==> src/hdl/sector_lock_map.svh <==
// register field positions and fixed values for the sector lock block
`ifndef SECTOR_LOCK_MAP_SVH
`define SECTOR_LOCK_MAP_SVH

// =====================================================
// volatile lock register fields
`define SLP_VL_WLOCK      0
`define SLP_VL_LDOWN      1
`define SLP_VL_FIELD_W    2
`define SLP_VL_RESET      2'h0
`define SLP_VL_RSV_ZERO   6'h00

// =====================================================
// persistent lock values and response padding
`define SLP_PL_LOCKED     1'b0
`define SLP_PL_UNLOCKED   1'b1
`define SLP_PL_RSP_PAD    7'h00
`define SLP_RSP_RESET     8'h00

// =====================================================
// clock and freeze encoding
`define SLP_CLK_PERIOD_NS 5
`define SLP_FREEZE_OFF    1'b1

`endif

==> src/hdl/sector_lock_pkg.sv <==
// types shared by the sector lock block
package sector_lock_pkg;

  // host commands on the lock command port
  typedef enum logic [2:0] {
    CMD_NONE     = 3'b000,
    CMD_WR_PLOCK = 3'b001,
    CMD_ER_PLOCK = 3'b010,
    CMD_RD_PLOCK = 3'b011,
    CMD_WR_VLOCK = 3'b100,
    CMD_RD_VLOCK = 3'b101
  } lock_cmd_e;

  // sequencer states
  typedef enum logic [1:0] {
    ST_IDLE  = 2'b00,
    ST_PROG  = 2'b01,
    ST_ERASE = 2'b10
  } lock_state_e;

endpackage

==> src/hdl/sector_lock_protection.sv <==
// sector lock protection: persistent and volatile locks with command sequencer
`include "sector_lock_map.svh"
module sector_lock_protection
  import sector_lock_pkg::*;
#(
  parameter int NUM_SECT      = 256,
  parameter int NUM_SUB       = 16,
  parameter int PROG_TIME_NS  = 1000,
  parameter int ERASE_TIME_NS = 1000000
) (
  input  wire logic                        clk,
  input  wire logic                        reset,
  input  wire logic                        softReset,
  input  wire logic                        globalFreeze,
  input  wire logic                        cmdValid,
  output logic                             cmdReady,
  input  wire lock_cmd_e                   cmdOp,
  input  wire logic [$clog2(NUM_SECT)-1:0] cmdSector,
  input  wire logic [$clog2(NUM_SUB)-1:0]  cmdSub,
  input  wire logic [7:0]                  cmdData,
  output logic                             rspValid,
  output logic [7:0]                       rspData,
  output logic                             opDone,
  output logic                             cmdRefused,
  output logic                             opBusy,
  input  wire logic                        chkValid,
  input  wire logic [$clog2(NUM_SECT)-1:0] chkSector,
  input  wire logic [$clog2(NUM_SUB)-1:0]  chkSub,
  output logic                             chkAck,
  output logic                             chkAllowed
);

  // =====================================================
  // sizes and timing
  localparam int SECT_W    = $clog2(NUM_SECT);
  localparam int SUB_W     = $clog2(NUM_SUB);
  localparam int ENTRIES   = NUM_SECT + 2 * NUM_SUB;
  localparam int IDX_W     = $clog2(ENTRIES);
  localparam int PROG_RAW  = (PROG_TIME_NS + `SLP_CLK_PERIOD_NS - 1) / `SLP_CLK_PERIOD_NS;
  localparam int ERASE_RAW = (ERASE_TIME_NS + `SLP_CLK_PERIOD_NS - 1) / `SLP_CLK_PERIOD_NS;
  localparam int PROG_CYC  = (PROG_RAW < 1) ? 1 : PROG_RAW;
  localparam int ERASE_CYC = (ERASE_RAW < 1) ? 1 : ERASE_RAW;
  localparam int MAX_CYC   = (PROG_CYC > ERASE_CYC) ? PROG_CYC : ERASE_CYC;
  localparam int CNT_W     = $clog2(MAX_CYC + 1);

  // volatile register index: end sectors map to subsector slots
  function automatic logic [IDX_W-1:0] volIdx(input logic [SECT_W-1:0] s,
                                              input logic [SUB_W-1:0] u);
    logic [IDX_W-1:0] idx;
    idx = IDX_W'(s);
    if (s == '0)
      idx = IDX_W'(NUM_SECT) + IDX_W'(u);
    else if (s == SECT_W'(NUM_SECT - 1))
      idx = IDX_W'(NUM_SECT + NUM_SUB) + IDX_W'(u);
    return idx;
  endfunction

  lock_state_e                state_r;
  logic [NUM_SECT-1:0]        nvBits_r;
  logic [SECT_W-1:0]          opSector_r;
  logic                       timerStart;
  logic [CNT_W-1:0]           timerLoad;
  logic                       timerBusy;
  logic                       timerExpire;
  logic                       accept;
  logic                       plAllowed;
  logic                       vlWrEn;
  logic [`SLP_VL_FIELD_W-1:0] cmdVl;
  logic [`SLP_VL_FIELD_W-1:0] chkVl;

  // =====================================================
  // command decode
  assign cmdReady  = (state_r == ST_IDLE);
  assign accept    = cmdValid && cmdReady;
  assign plAllowed = (globalFreeze == `SLP_FREEZE_OFF);
  assign vlWrEn    = accept && cmdOp == CMD_WR_VLOCK && !cmdVl[`SLP_VL_LDOWN];
  assign timerStart = accept && plAllowed &&
                      (cmdOp == CMD_WR_PLOCK || cmdOp == CMD_ER_PLOCK);
  assign timerLoad  = (cmdOp == CMD_ER_PLOCK) ? CNT_W'(ERASE_CYC) : CNT_W'(PROG_CYC);

  lock_op_timer #(
    .CNT_W (CNT_W)
  ) i_lock_op_timer (
    .clk       (clk),
    .reset     (reset),
    .start     (timerStart),
    .loadCount (timerLoad),
    .busy      (timerBusy),
    .expire    (timerExpire)
  );

  volatile_lock_regs #(
    .ENTRIES (ENTRIES),
    .IDX_W   (IDX_W)
  ) i_volatile_lock_regs (
    .clk       (clk),
    .reset     (reset),
    .softReset (softReset),
    .wrEn      (vlWrEn),
    .wrIdx     (volIdx(cmdSector, cmdSub)),
    .wrData    (cmdData[`SLP_VL_FIELD_W-1:0]),
    .rdIdx     (volIdx(cmdSector, cmdSub)),
    .rdData    (cmdVl),
    .chkIdx    (volIdx(chkSector, chkSub)),
    .chkData   (chkVl)
  );

  // =====================================================
  // sequencer: persistent operations hold the port until timed out
  always_ff @(posedge clk or posedge reset)
  begin
    if (reset)
      state_r <= ST_IDLE;
    else
    begin
      case (state_r)
        ST_IDLE:
        begin
          if (timerStart && cmdOp == CMD_WR_PLOCK)
            state_r <= ST_PROG;
          else if (timerStart)
            state_r <= ST_ERASE;
        end
        ST_PROG, ST_ERASE:
        begin
          if (timerExpire)
            state_r <= ST_IDLE;
        end
        default:
          state_r <= ST_IDLE;
      endcase
    end
  end

  // target sector of a pending persistent program
  always_ff @(posedge clk or posedge reset)
  begin
    if (reset)
      opSector_r <= '0;
    else if (timerStart)
      opSector_r <= cmdSector;
  end

  // =====================================================
  // persistent bits model non-volatile cells, so reset leaves them alone
  always_ff @(posedge clk)
  begin
    if (state_r == ST_PROG && timerExpire)
      nvBits_r[opSector_r] <= `SLP_PL_LOCKED;
    else if (state_r == ST_ERASE && timerExpire)
      nvBits_r <= {NUM_SECT{`SLP_PL_UNLOCKED}};
  end

  // =====================================================
  // responses to the host
  always_ff @(posedge clk or posedge reset)
  begin
    if (reset)
    begin
      rspValid <= 1'b0;
      rspData  <= `SLP_RSP_RESET;
    end
    else
    begin
      rspValid <= accept && (cmdOp == CMD_RD_PLOCK || cmdOp == CMD_RD_VLOCK);
      if (accept && cmdOp == CMD_RD_PLOCK)
        rspData <= {`SLP_PL_RSP_PAD, nvBits_r[cmdSector]};
      else if (accept && cmdOp == CMD_RD_VLOCK)
        rspData <= {`SLP_VL_RSV_ZERO, cmdVl};
    end
  end

  // completion and refusal pulses, and the busy level
  always_ff @(posedge clk or posedge reset)
  begin
    if (reset)
    begin
      opDone     <= 1'b0;
      cmdRefused <= 1'b0;
      opBusy     <= 1'b0;
    end
    else
    begin
      opDone     <= (state_r != ST_IDLE && timerExpire) || vlWrEn;
      cmdRefused <= accept && ((!plAllowed && (cmdOp == CMD_WR_PLOCK ||
                                               cmdOp == CMD_ER_PLOCK)) ||
                               (cmdOp == CMD_WR_VLOCK && cmdVl[`SLP_VL_LDOWN]) ||
                               cmdOp == CMD_NONE || cmdOp > CMD_RD_VLOCK);
      opBusy     <= timerStart || (timerBusy && !timerExpire);
    end
  end

  // =====================================================
  // program/erase permission check; a locked sector is refused
  always_ff @(posedge clk or posedge reset)
  begin
    if (reset)
    begin
      chkAck     <= 1'b0;
      chkAllowed <= 1'b0;
    end
    else
    begin
      chkAck <= chkValid;
      if (chkValid)
        chkAllowed <= (nvBits_r[chkSector] == `SLP_PL_UNLOCKED) &&
                      !chkVl[`SLP_VL_WLOCK];
    end
  end

  logic [CNT_W:0] elapsed_r;

  // cycles since the last persistent operation was started
  always_ff @(posedge clk or posedge reset)
  begin
    if (reset)
      elapsed_r <= '0;
    else if (timerStart)
      elapsed_r <= '0;
    else if (elapsed_r != '1)
      elapsed_r <= elapsed_r + (CNT_W+1)'(1);
  end
endmodule

==> src/hdl/lock_op_timer.sv <==
// down counter that times persistent lock program and erase
module lock_op_timer #(
  parameter int CNT_W = 18
) (
  input  wire logic             clk,
  input  wire logic             reset,
  input  wire logic             start,
  input  wire logic [CNT_W-1:0] loadCount,
  output logic                  busy,
  output logic                  expire
);

  logic [CNT_W-1:0] cnt_r;

  // =====================================================
  // count down; a start while running is not expected
  always_ff @(posedge clk or posedge reset)
  begin
    if (reset)
      cnt_r <= '0;
    else if (start)
      cnt_r <= loadCount;
    else if (cnt_r != '0)
      cnt_r <= cnt_r - CNT_W'(1);
  end

  assign busy   = (cnt_r != '0);
  assign expire = (cnt_r == CNT_W'(1));

endmodule

==> src/hdl/volatile_lock_regs.sv <==
// array of per-sector and per-subsector volatile lock registers
`include "sector_lock_map.svh"
module volatile_lock_regs #(
  parameter int ENTRIES = 288,
  parameter int IDX_W   = 9
) (
  input  wire logic                       clk,
  input  wire logic                       reset,
  input  wire logic                       softReset,
  input  wire logic                       wrEn,
  input  wire logic [IDX_W-1:0]           wrIdx,
  input  wire logic [`SLP_VL_FIELD_W-1:0] wrData,
  input  wire logic [IDX_W-1:0]           rdIdx,
  output logic      [`SLP_VL_FIELD_W-1:0] rdData,
  input  wire logic [IDX_W-1:0]           chkIdx,
  output logic      [`SLP_VL_FIELD_W-1:0] chkData
);

  logic [`SLP_VL_FIELD_W-1:0] vl_r [ENTRIES];

  // =====================================================
  // one register per entry; lock-down freezes both fields
  for (genvar i = 0; i < ENTRIES; i++)
  begin : g_entry
    always_ff @(posedge clk or posedge reset)
    begin
      if (reset)
        vl_r[i] <= `SLP_VL_RESET;
      else if (softReset)
        vl_r[i] <= `SLP_VL_RESET;
      else if (wrEn && wrIdx == IDX_W'(i) && !vl_r[i][`SLP_VL_LDOWN])
        vl_r[i] <= wrData;
    end

  end

  // read ports for the command path and the protection check
  assign rdData  = vl_r[rdIdx];
  assign chkData = vl_r[chkIdx];
endmodule

==> config.mk <==
export PLATFORM = sky130hd
export DESIGN_NAME = sector_lock_protection
export DESIGN_NICKNAME = d
export VERILOG_FILES = /design/src/hdl/sector_lock_pkg.sv /design/src/hdl/sector_lock_protection.sv /design/src/hdl/lock_op_timer.sv /design/src/hdl/volatile_lock_regs.sv
export VERILOG_INCLUDE_DIRS = /design/src /design/src/hdl
export SDC_FILE = /design/constraint.sdc
export NUM_CORES = 2
export LEC_CHECK = 0
export BUFFER_PORTS_ARGS = -buffer_cell sky130_fd_sc_hd__buf_2
export CAP_MARGIN = 15
export CORE_MARGIN = 4
export CORE_UTILIZATION = 58
export CTS_BUF_LIST = sky130_fd_sc_hd__clkbuf_16
export DETAILED_ROUTE_END_ITERATION = 10
export GPL_TIMING_DRIVEN = 0
export PLACE_DENSITY = 0.77
export SLEW_MARGIN = 0
export SYNTH_ARGS = -nofsm -noshare
export SYNTH_HDL_FRONTEND = slang
export SYNTH_HIERARCHICAL = 1
export SYNTH_SLANG_ARGS = --single-unit
==> constraint.sdc <==
create_clock -name clk -period 18.35 [get_ports clk]
set_clock_uncertainty 0.05 [all_clocks]
set_input_delay 1.835 -clock clk [delete_from_list [all_inputs] [get_ports clk]]
set_output_delay 1.835 -clock clk [all_outputs]
set_load 0.01 [all_outputs]
# Word level (Yosys, flattened, before mapping)
# Index checks and enable logic that the tools add are counted.
dict set report totals {
  out_inout_bits 15
  wordCells 2410
  regBits 874
}
dict set report op_classes {
  n_mux 603
  magnitude_cmp 7
  addsub 5
  eq_ne 299
  n_bitwise 4
  n_reduce_logical 1193
}
# operator count
set op_table {}
lappend op_table {{two-way mux 2 bit} 581}
lappend op_table {{== test 9 x 8 -> 1 bit (second input constant)} 128}
lappend op_table {{logical AND 1 bit} 594}
lappend op_table {{nonzero test 2 bit} 292}
lappend op_table {{== test 9 x 7 -> 1 bit (second input constant)} 64}
lappend op_table {{two-way mux 256 bit} 2}
lappend op_table {{zero test 1 bit} 292}
lappend op_table {{== test 9 x 6 -> 1 bit (second input constant)} 32}
lappend op_table {{== test 9 bit (second input constant)} 32}
lappend op_table {{bitwise AND 256 bit} 1}
lappend op_table {{inverter 256 bit} 1}
lappend op_table {{== test 9 x 5 -> 1 bit (second input constant)} 16}
lappend op_table {{== test 9 x 4 -> 1 bit (second input constant)} 8}
lappend op_table {{two-way mux 18 bit} 3}
lappend op_table {{adder 9 x 4 -> 9 bit (first input constant)} 4}
lappend op_table {{binary-select mux 2 bit (select 9 bit)} 2}
lappend op_table {{== test 9 x 3 -> 1 bit (second input constant)} 4}
lappend op_table {{two-way mux 9 bit} 4}
lappend op_table {{< comparator 8 x 9 -> 1 bit (second input constant)} 3}
lappend op_table {{greater-or-equal comparator 10 bit (second input constant)} 2}
lappend op_table {{inverter 9 -> 10 bit} 2}
lappend op_table {{== test 18 x 1 -> 1 bit (second input constant)} 1}
lappend op_table {{== test 9 x 2 -> 1 bit (second input constant)} 2}
lappend op_table {{nonzero test 18 bit} 1}
lappend op_table {{24 further kinds} 40}

# Longest topological paths before layout
dict set report depth {
  depth_word 13
  ltp_mapped 30
  depth_no_buf 19
}

# Cells and area by module
# Netlist, hierarchy kept.
# module area_per_inst_um2 instances cells_per_inst
set modules_own_cells {}
lappend modules_own_cells {volatile_lock_regs 34197.8 1 3073}
lappend modules_own_cells {sector_lock_protection 15872.7 1 1391}
lappend modules_own_cells {lock_op_timer 1232.4 1 134}

# Least setup slack after synthesis
# Ideal clock, no wire load.
dict set report synth_path {
  kind {flip-flop to flip-flop}
  from {reg i_lock_op_timer.cnt_r[4]}
  to {reg nvBits_r[0], enable pin}
  arrival_time_ns 12.161
  t_required_ns 17.413
  synth_period_minus_slack_ns 13.098
  setup_ns 0.887
  slack_ns 5.252
  stages_incl_launch_ff 6
  cell_sequence {dfrtp_1 or4_1 buf_6 nor3_1 inv_1 nor2_1}
}
dict set report synth_via {
  elab_chain_len 3
  elab_cells_between_ends 4
  classes_between {1 x eq/ne; 3 x reduce/logical}
}
# item line_no
set synth_rtl {}
lappend synth_rtl {{start, declared} lock_op_timer.sv:13} ;# logic [CNT_W-1:0] cnt_r;
lappend synth_rtl {{start signal, assigned} lock_op_timer.sv:22} ;# cnt_r <= loadCount;
lappend synth_rtl {{start signal, assigned} lock_op_timer.sv:24} ;# cnt_r <= cnt_r - CNT_W'(1);
lappend synth_rtl {{== test 18 x 1 -> 1 bit *} lock_op_timer.sv:28} ;# assign expire = (cnt_r == CNT_W'(1));
lappend synth_rtl {{net timerExpire} sector_lock_protection.sv:64} ;# logic timerExpire;
lappend synth_rtl {{logical AND 1 bit (on tied branches)} {sector_lock_protection.sv:148, sector_lock_protection.sv:150}}
lappend synth_rtl {{nonzero test 2 bit (no source line) *} --}
lappend synth_rtl {{end signal, assigned by index} sector_lock_protection.sv:149} ;# nvBits_r[opSector_r] <= `SLP_PL_LOCKED;
lappend synth_rtl {{end signal, assigned} sector_lock_protection.sv:151} ;# nvBits_r <= {NUM_SECT{`SLP_PL_UNLOCKED}};
lappend synth_rtl {{end, declared} sector_lock_protection.sv:59} ;# logic [NUM_SECT-1:0] nvBits_r;
# Mark *: on every way through the listed nets, which the timed path passes. The rest lies on a longest branch.
# A chain may end at the register's enable or synchronous reset.

# Worst setup path in the final report
dict set report layout_path {
  from {in cmdSector[0]}
  to {reg i_volatile_lock_regs/vl_r[273] in the netlist's numbering}
}
dict set report layout_via {
  elab_chain_len 12
  elab_cells_between_ends 14
  classes_between {2 x eq/ne; 5 x mux; 1 x bitwise; 6 x reduce/logical}
}
# item line_no
set layout_rtl {}
lappend layout_rtl {{start, declared} sector_lock_protection.sv:18} ;# input wire logic [$clog2(NUM_SECT)-1:0] cmdSector,
lappend layout_rtl {{== test 8 bit} sector_lock_protection.sv:53} ;# else if (s == SECT_W'(NUM_SECT - 1))
lappend layout_rtl {{two-way mux 9 bit} sector_lock_protection.sv:53}
lappend layout_rtl {{two-way mux 9 bit *} sector_lock_protection.sv:51} ;# if (s == '0)
lappend layout_rtl {{inverter 9 -> 10 bit (not written as such) *} volatile_lock_regs.sv:38} ;# assign rdData = vl_r[rdIdx];
lappend layout_rtl {{binary-select mux 2 bit (select 9 bit) *} volatile_lock_regs.sv:38}
lappend layout_rtl {{two-way mux 2 bit (not written as such) * (2 in series)} volatile_lock_regs.sv:38}
lappend layout_rtl {{net cmdVl[1]} sector_lock_protection.sv:68} ;# logic [`SLP_VL_FIELD_W-1:0] cmdVl;
lappend layout_rtl {{zero test 1 bit *} sector_lock_protection.sv:76} ;# assign vlWrEn = accept && cmdOp == CMD_WR_VLOCK && !cmdVl[`SLP_VL_LDOWN];
lappend layout_rtl {{logical AND 1 bit *} sector_lock_protection.sv:76}
lappend layout_rtl {{net vlWrEn} sector_lock_protection.sv:67} ;# logic vlWrEn;
lappend layout_rtl {{logical AND 1 bit * (2 in series)} volatile_lock_regs.sv:31} ;# else if (wrEn && wrIdx == IDX_W'(i) && !vl_r[i][`SLP_VL_LDOWN])
lappend layout_rtl {{nonzero test 2 bit (no source line) *} --}
lappend layout_rtl {{end signal, assigned by index} volatile_lock_regs.sv:28} ;# vl_r[i] <= `SLP_VL_RESET;
lappend layout_rtl {{end signal, assigned by index} volatile_lock_regs.sv:30} ;# vl_r[i] <= `SLP_VL_RESET;
lappend layout_rtl {{end signal, assigned by index} volatile_lock_regs.sv:32} ;# vl_r[i] <= wrData;
lappend layout_rtl {{end, declared} volatile_lock_regs.sv:19} ;# logic [`SLP_VL_FIELD_W-1:0] vl_r [ENTRIES];
# Mark *: on every way through the listed nets, which the timed path passes. The rest lies on a longest branch. The select of a mux whose other input is x is not followed.

==> impl_results.md <==
* Worst min-delay path category: reg -> reg
* Hold endpoint: i_volatile_lock_regs/vl_r[443]
* Root cell of the clock tree: clkbuf_16
* DRT Pass-1 Iters at 11
* Initial core utilization at 58.6%
* Arrival @ worst endpoint at 12.71 ns
* CTS tree: done
* Crit path max fanout at 10
* Hold Path Origin: i_volatile_lock_regs/vl_r[443]
* Via count at 42500
* Leakage power at 20.2 nW
* Unrepaired setup endpoints after global routing: no
* Antenna violations before repair at 10
* WHS Path Cells at 1
* Ports at 56
* Placed Instances at 5623
* Detail Placement HPWL at 129000 um
* Crit. End Element: register
* CTS resizes at 0
* Routed Antenna Nets at 0
* Clock transition at path regs at 0.06 ns
* Vias in the first global route at 40900
* Fin cells at 5815
* Mapped Area at 0.0490 mm^2
* Remaining Overflow, GRT at 0
* Hold buffers post-CTS at 0
* Max stage delay cell, worst path: clkbuf_1
* WS Path Type: in -> reg
* CTS buffer count at 95
* FF-to-FF path depth at 15
* First-pass GRT wire length at 273000 um
* Final Critical Period at 12.19 ns
* Reg-to-Reg Start: i_volatile_lock_regs/vl_r[97]
* H-Tree Depth at 3
* Final setup viols at 0
* CTS Buffer Depth at 3
* Die height at 299 um
* Max Freq at 82.0 MHz
* Clk_lat worst skew at 0.70 ns
* Post-CTS Setup Inserts at 0
* RR Endpoint: i_volatile_lock_regs/vl_r[273]
* Max cap viols at 0
* Pin count of the biggest net entering global routing at 131
* Syn Inst Count at 4414
* Worst VDD drop at 0.0780 mV
* Core box area at 0.0837 mm^2
* Nets at 4637
* Final hold slack at 0.463 ns
* Warnings, synthesis at 6
* Final Hold Viols at 0
* Worst-margin pin slew at 1.41 ns
* Sinks on Clock Net at 868
* GPL Wtd Cong at 1.06
* WL/cell at 32.3 um
* Final worst-path cycle share at 66.4%
* Setup TNS at 0 ns
* Area Growth Syn to Fin at 11.0%
* Die width at 299 um
* Ratio of cells with drive above 1 in the final layout at 14.3%
* PD cells at 85.9 mW/mm^2
* Status: finished with violations
* Failing checks: design-rule violations
* Internal reg-to-reg setup slack at 11.63 ns
* Die ar. at 0.0892 mm^2
* Routed WL at 188000 um
* Initial drt markers at 7628
* Slew Limit Headroom at 5.49%
* CP Launch Type: input port
* Residual DRC at 14
* Input/output buffers at 33
* Max incr delay on CP at 0.78 ns
* Total GRT Usage at 41.5%
* Avg Cell Area, Syn at 11.1 um^2
* Via density at 7.32
* Required time worst endpoint at 18.87 ns
* Row count at 106
* Max-slew violations at 0
* Most used cell, CP: buf_2
## worst max-delay path by stage
stage,cells past startpoint,from,slack [ns],endpoint
after floorplan,1,reset,0.35,i_volatile_lock_regs/vl_r[0]
after global placement,2,reset,-6.43,i_volatile_lock_regs/vl_r[363]
after detailed placement,27,cmdSector[0],5.94,i_volatile_lock_regs/vl_r[293]
after CTS,27,cmdSector[0],6.58,i_volatile_lock_regs/vl_r[227]
after global routing,28,cmdSector[0],6.32,i_volatile_lock_regs/vl_r[227]
final,28,cmdSector[0],6.16,i_volatile_lock_regs/vl_r[273]
## sequential cells by signal, summed over array words and instances, names as in the netlist, 2 cells and up
name / cells
state_r: 2
rspData: 2
i_lock_op_timer/cnt_r: 18
opSector_r: 8
i_volatile_lock_regs/vl_r: 576
nvBits_r: 256
## critical path, delay by kind of cell
family          cells  cell delay [ns]
buf+inv            13             5.77
simple gates        9             2.15
compound gates      3             1.50
mux                 3             1.35
## power breakdown
group          switching (mW)  total (mW)  internal (mW)
registers              0.0534        2.07           2.02
clock network           0.828        1.98           1.15
logic                   0.463       0.621          0.158
total                    1.34        4.67           3.33
## metal layers
metal	track usage (%)	wire, um	vias to the layer above
met1	51.3	62500	20700
met5	0	84	-
met3	15.9	27700	1132
met4	31.8	19200	5
met2	59.1	78600	3896
li1	-	-	16800
## final cells by class
| class | count | area (um^2) |
|---|---|---|
| Antenna cell | 12 | 30.0 |
| Buffer | 424 | 1920 |
| Clock buffer | 97 | 2430 |
| Clock inverter | 78 | 728 |
| Fill cell | 6431 | 29300 |
| Inverter | 42 | 165 |
| Multi-Input combinational cell | 3095 | 24000 |
| Sequential cell | 868 | 23000 |
| Tap cell | 1134 | 1420 |
| Timing Repair Buffer | 65 | 727 |
## metrics by stage
stage / power (mW) / worst slack [ns] / area, um^2 / utilization [%]
2_1_floorplan: 2.44 / 0.351 / 49100 / -
3_3_place_gp: 2.68 / -6.43 / 50600 / 60.5
3_5_place_dp: 2.69 / 5.94 / 51200 / 61.2
4_1_cts: 4.64 / 6.58 / 54300 / 64.9
5_1_grt: 4.78 / 6.32 / 54400 / 65.0
6_report: 4.67 / 6.16 / 54400 / 65.0
## placed cells by master (no fill, tap or decap), types with 14 or more instances in the layout
| cell type | instances |
|---|---|
| nor2_1 | 425 |
| o31ai_1 | 218 |
| a221oi_1 | 29 |
| bufinv_16 | 14 |
| clkbuf_1 | 281 |
| a21oi_1 | 81 |
| buf_8 | 14 |
| mux2i_1 | 398 |
| a31oi_1 | 33 |
| or3_1 | 14 |
| a22oi_1 | 54 |
| conb_1 | 17 |
| buf_6 | 16 |
| clkbuf_16 | 97 |
| buf_2 | 78 |
| buf_4 | 41 |
| nand2b_1 | 222 |
| o22ai_1 | 27 |
| o21ai_0 | 293 |
| dfrtp_1 | 612 |
| edfxtp_1 | 256 |
| mux4_2 | 321 |
| nand2_1 | 373 |
| nand3_1 | 58 |
| buf_1 | 43 |
| nor2b_1 | 44 |
| clkinv_1 | 15 |
| inv_1 | 66 |
| nor3_1 | 301 |
| mux2_2 | 29 |
(Power assumes the default switching activity.)
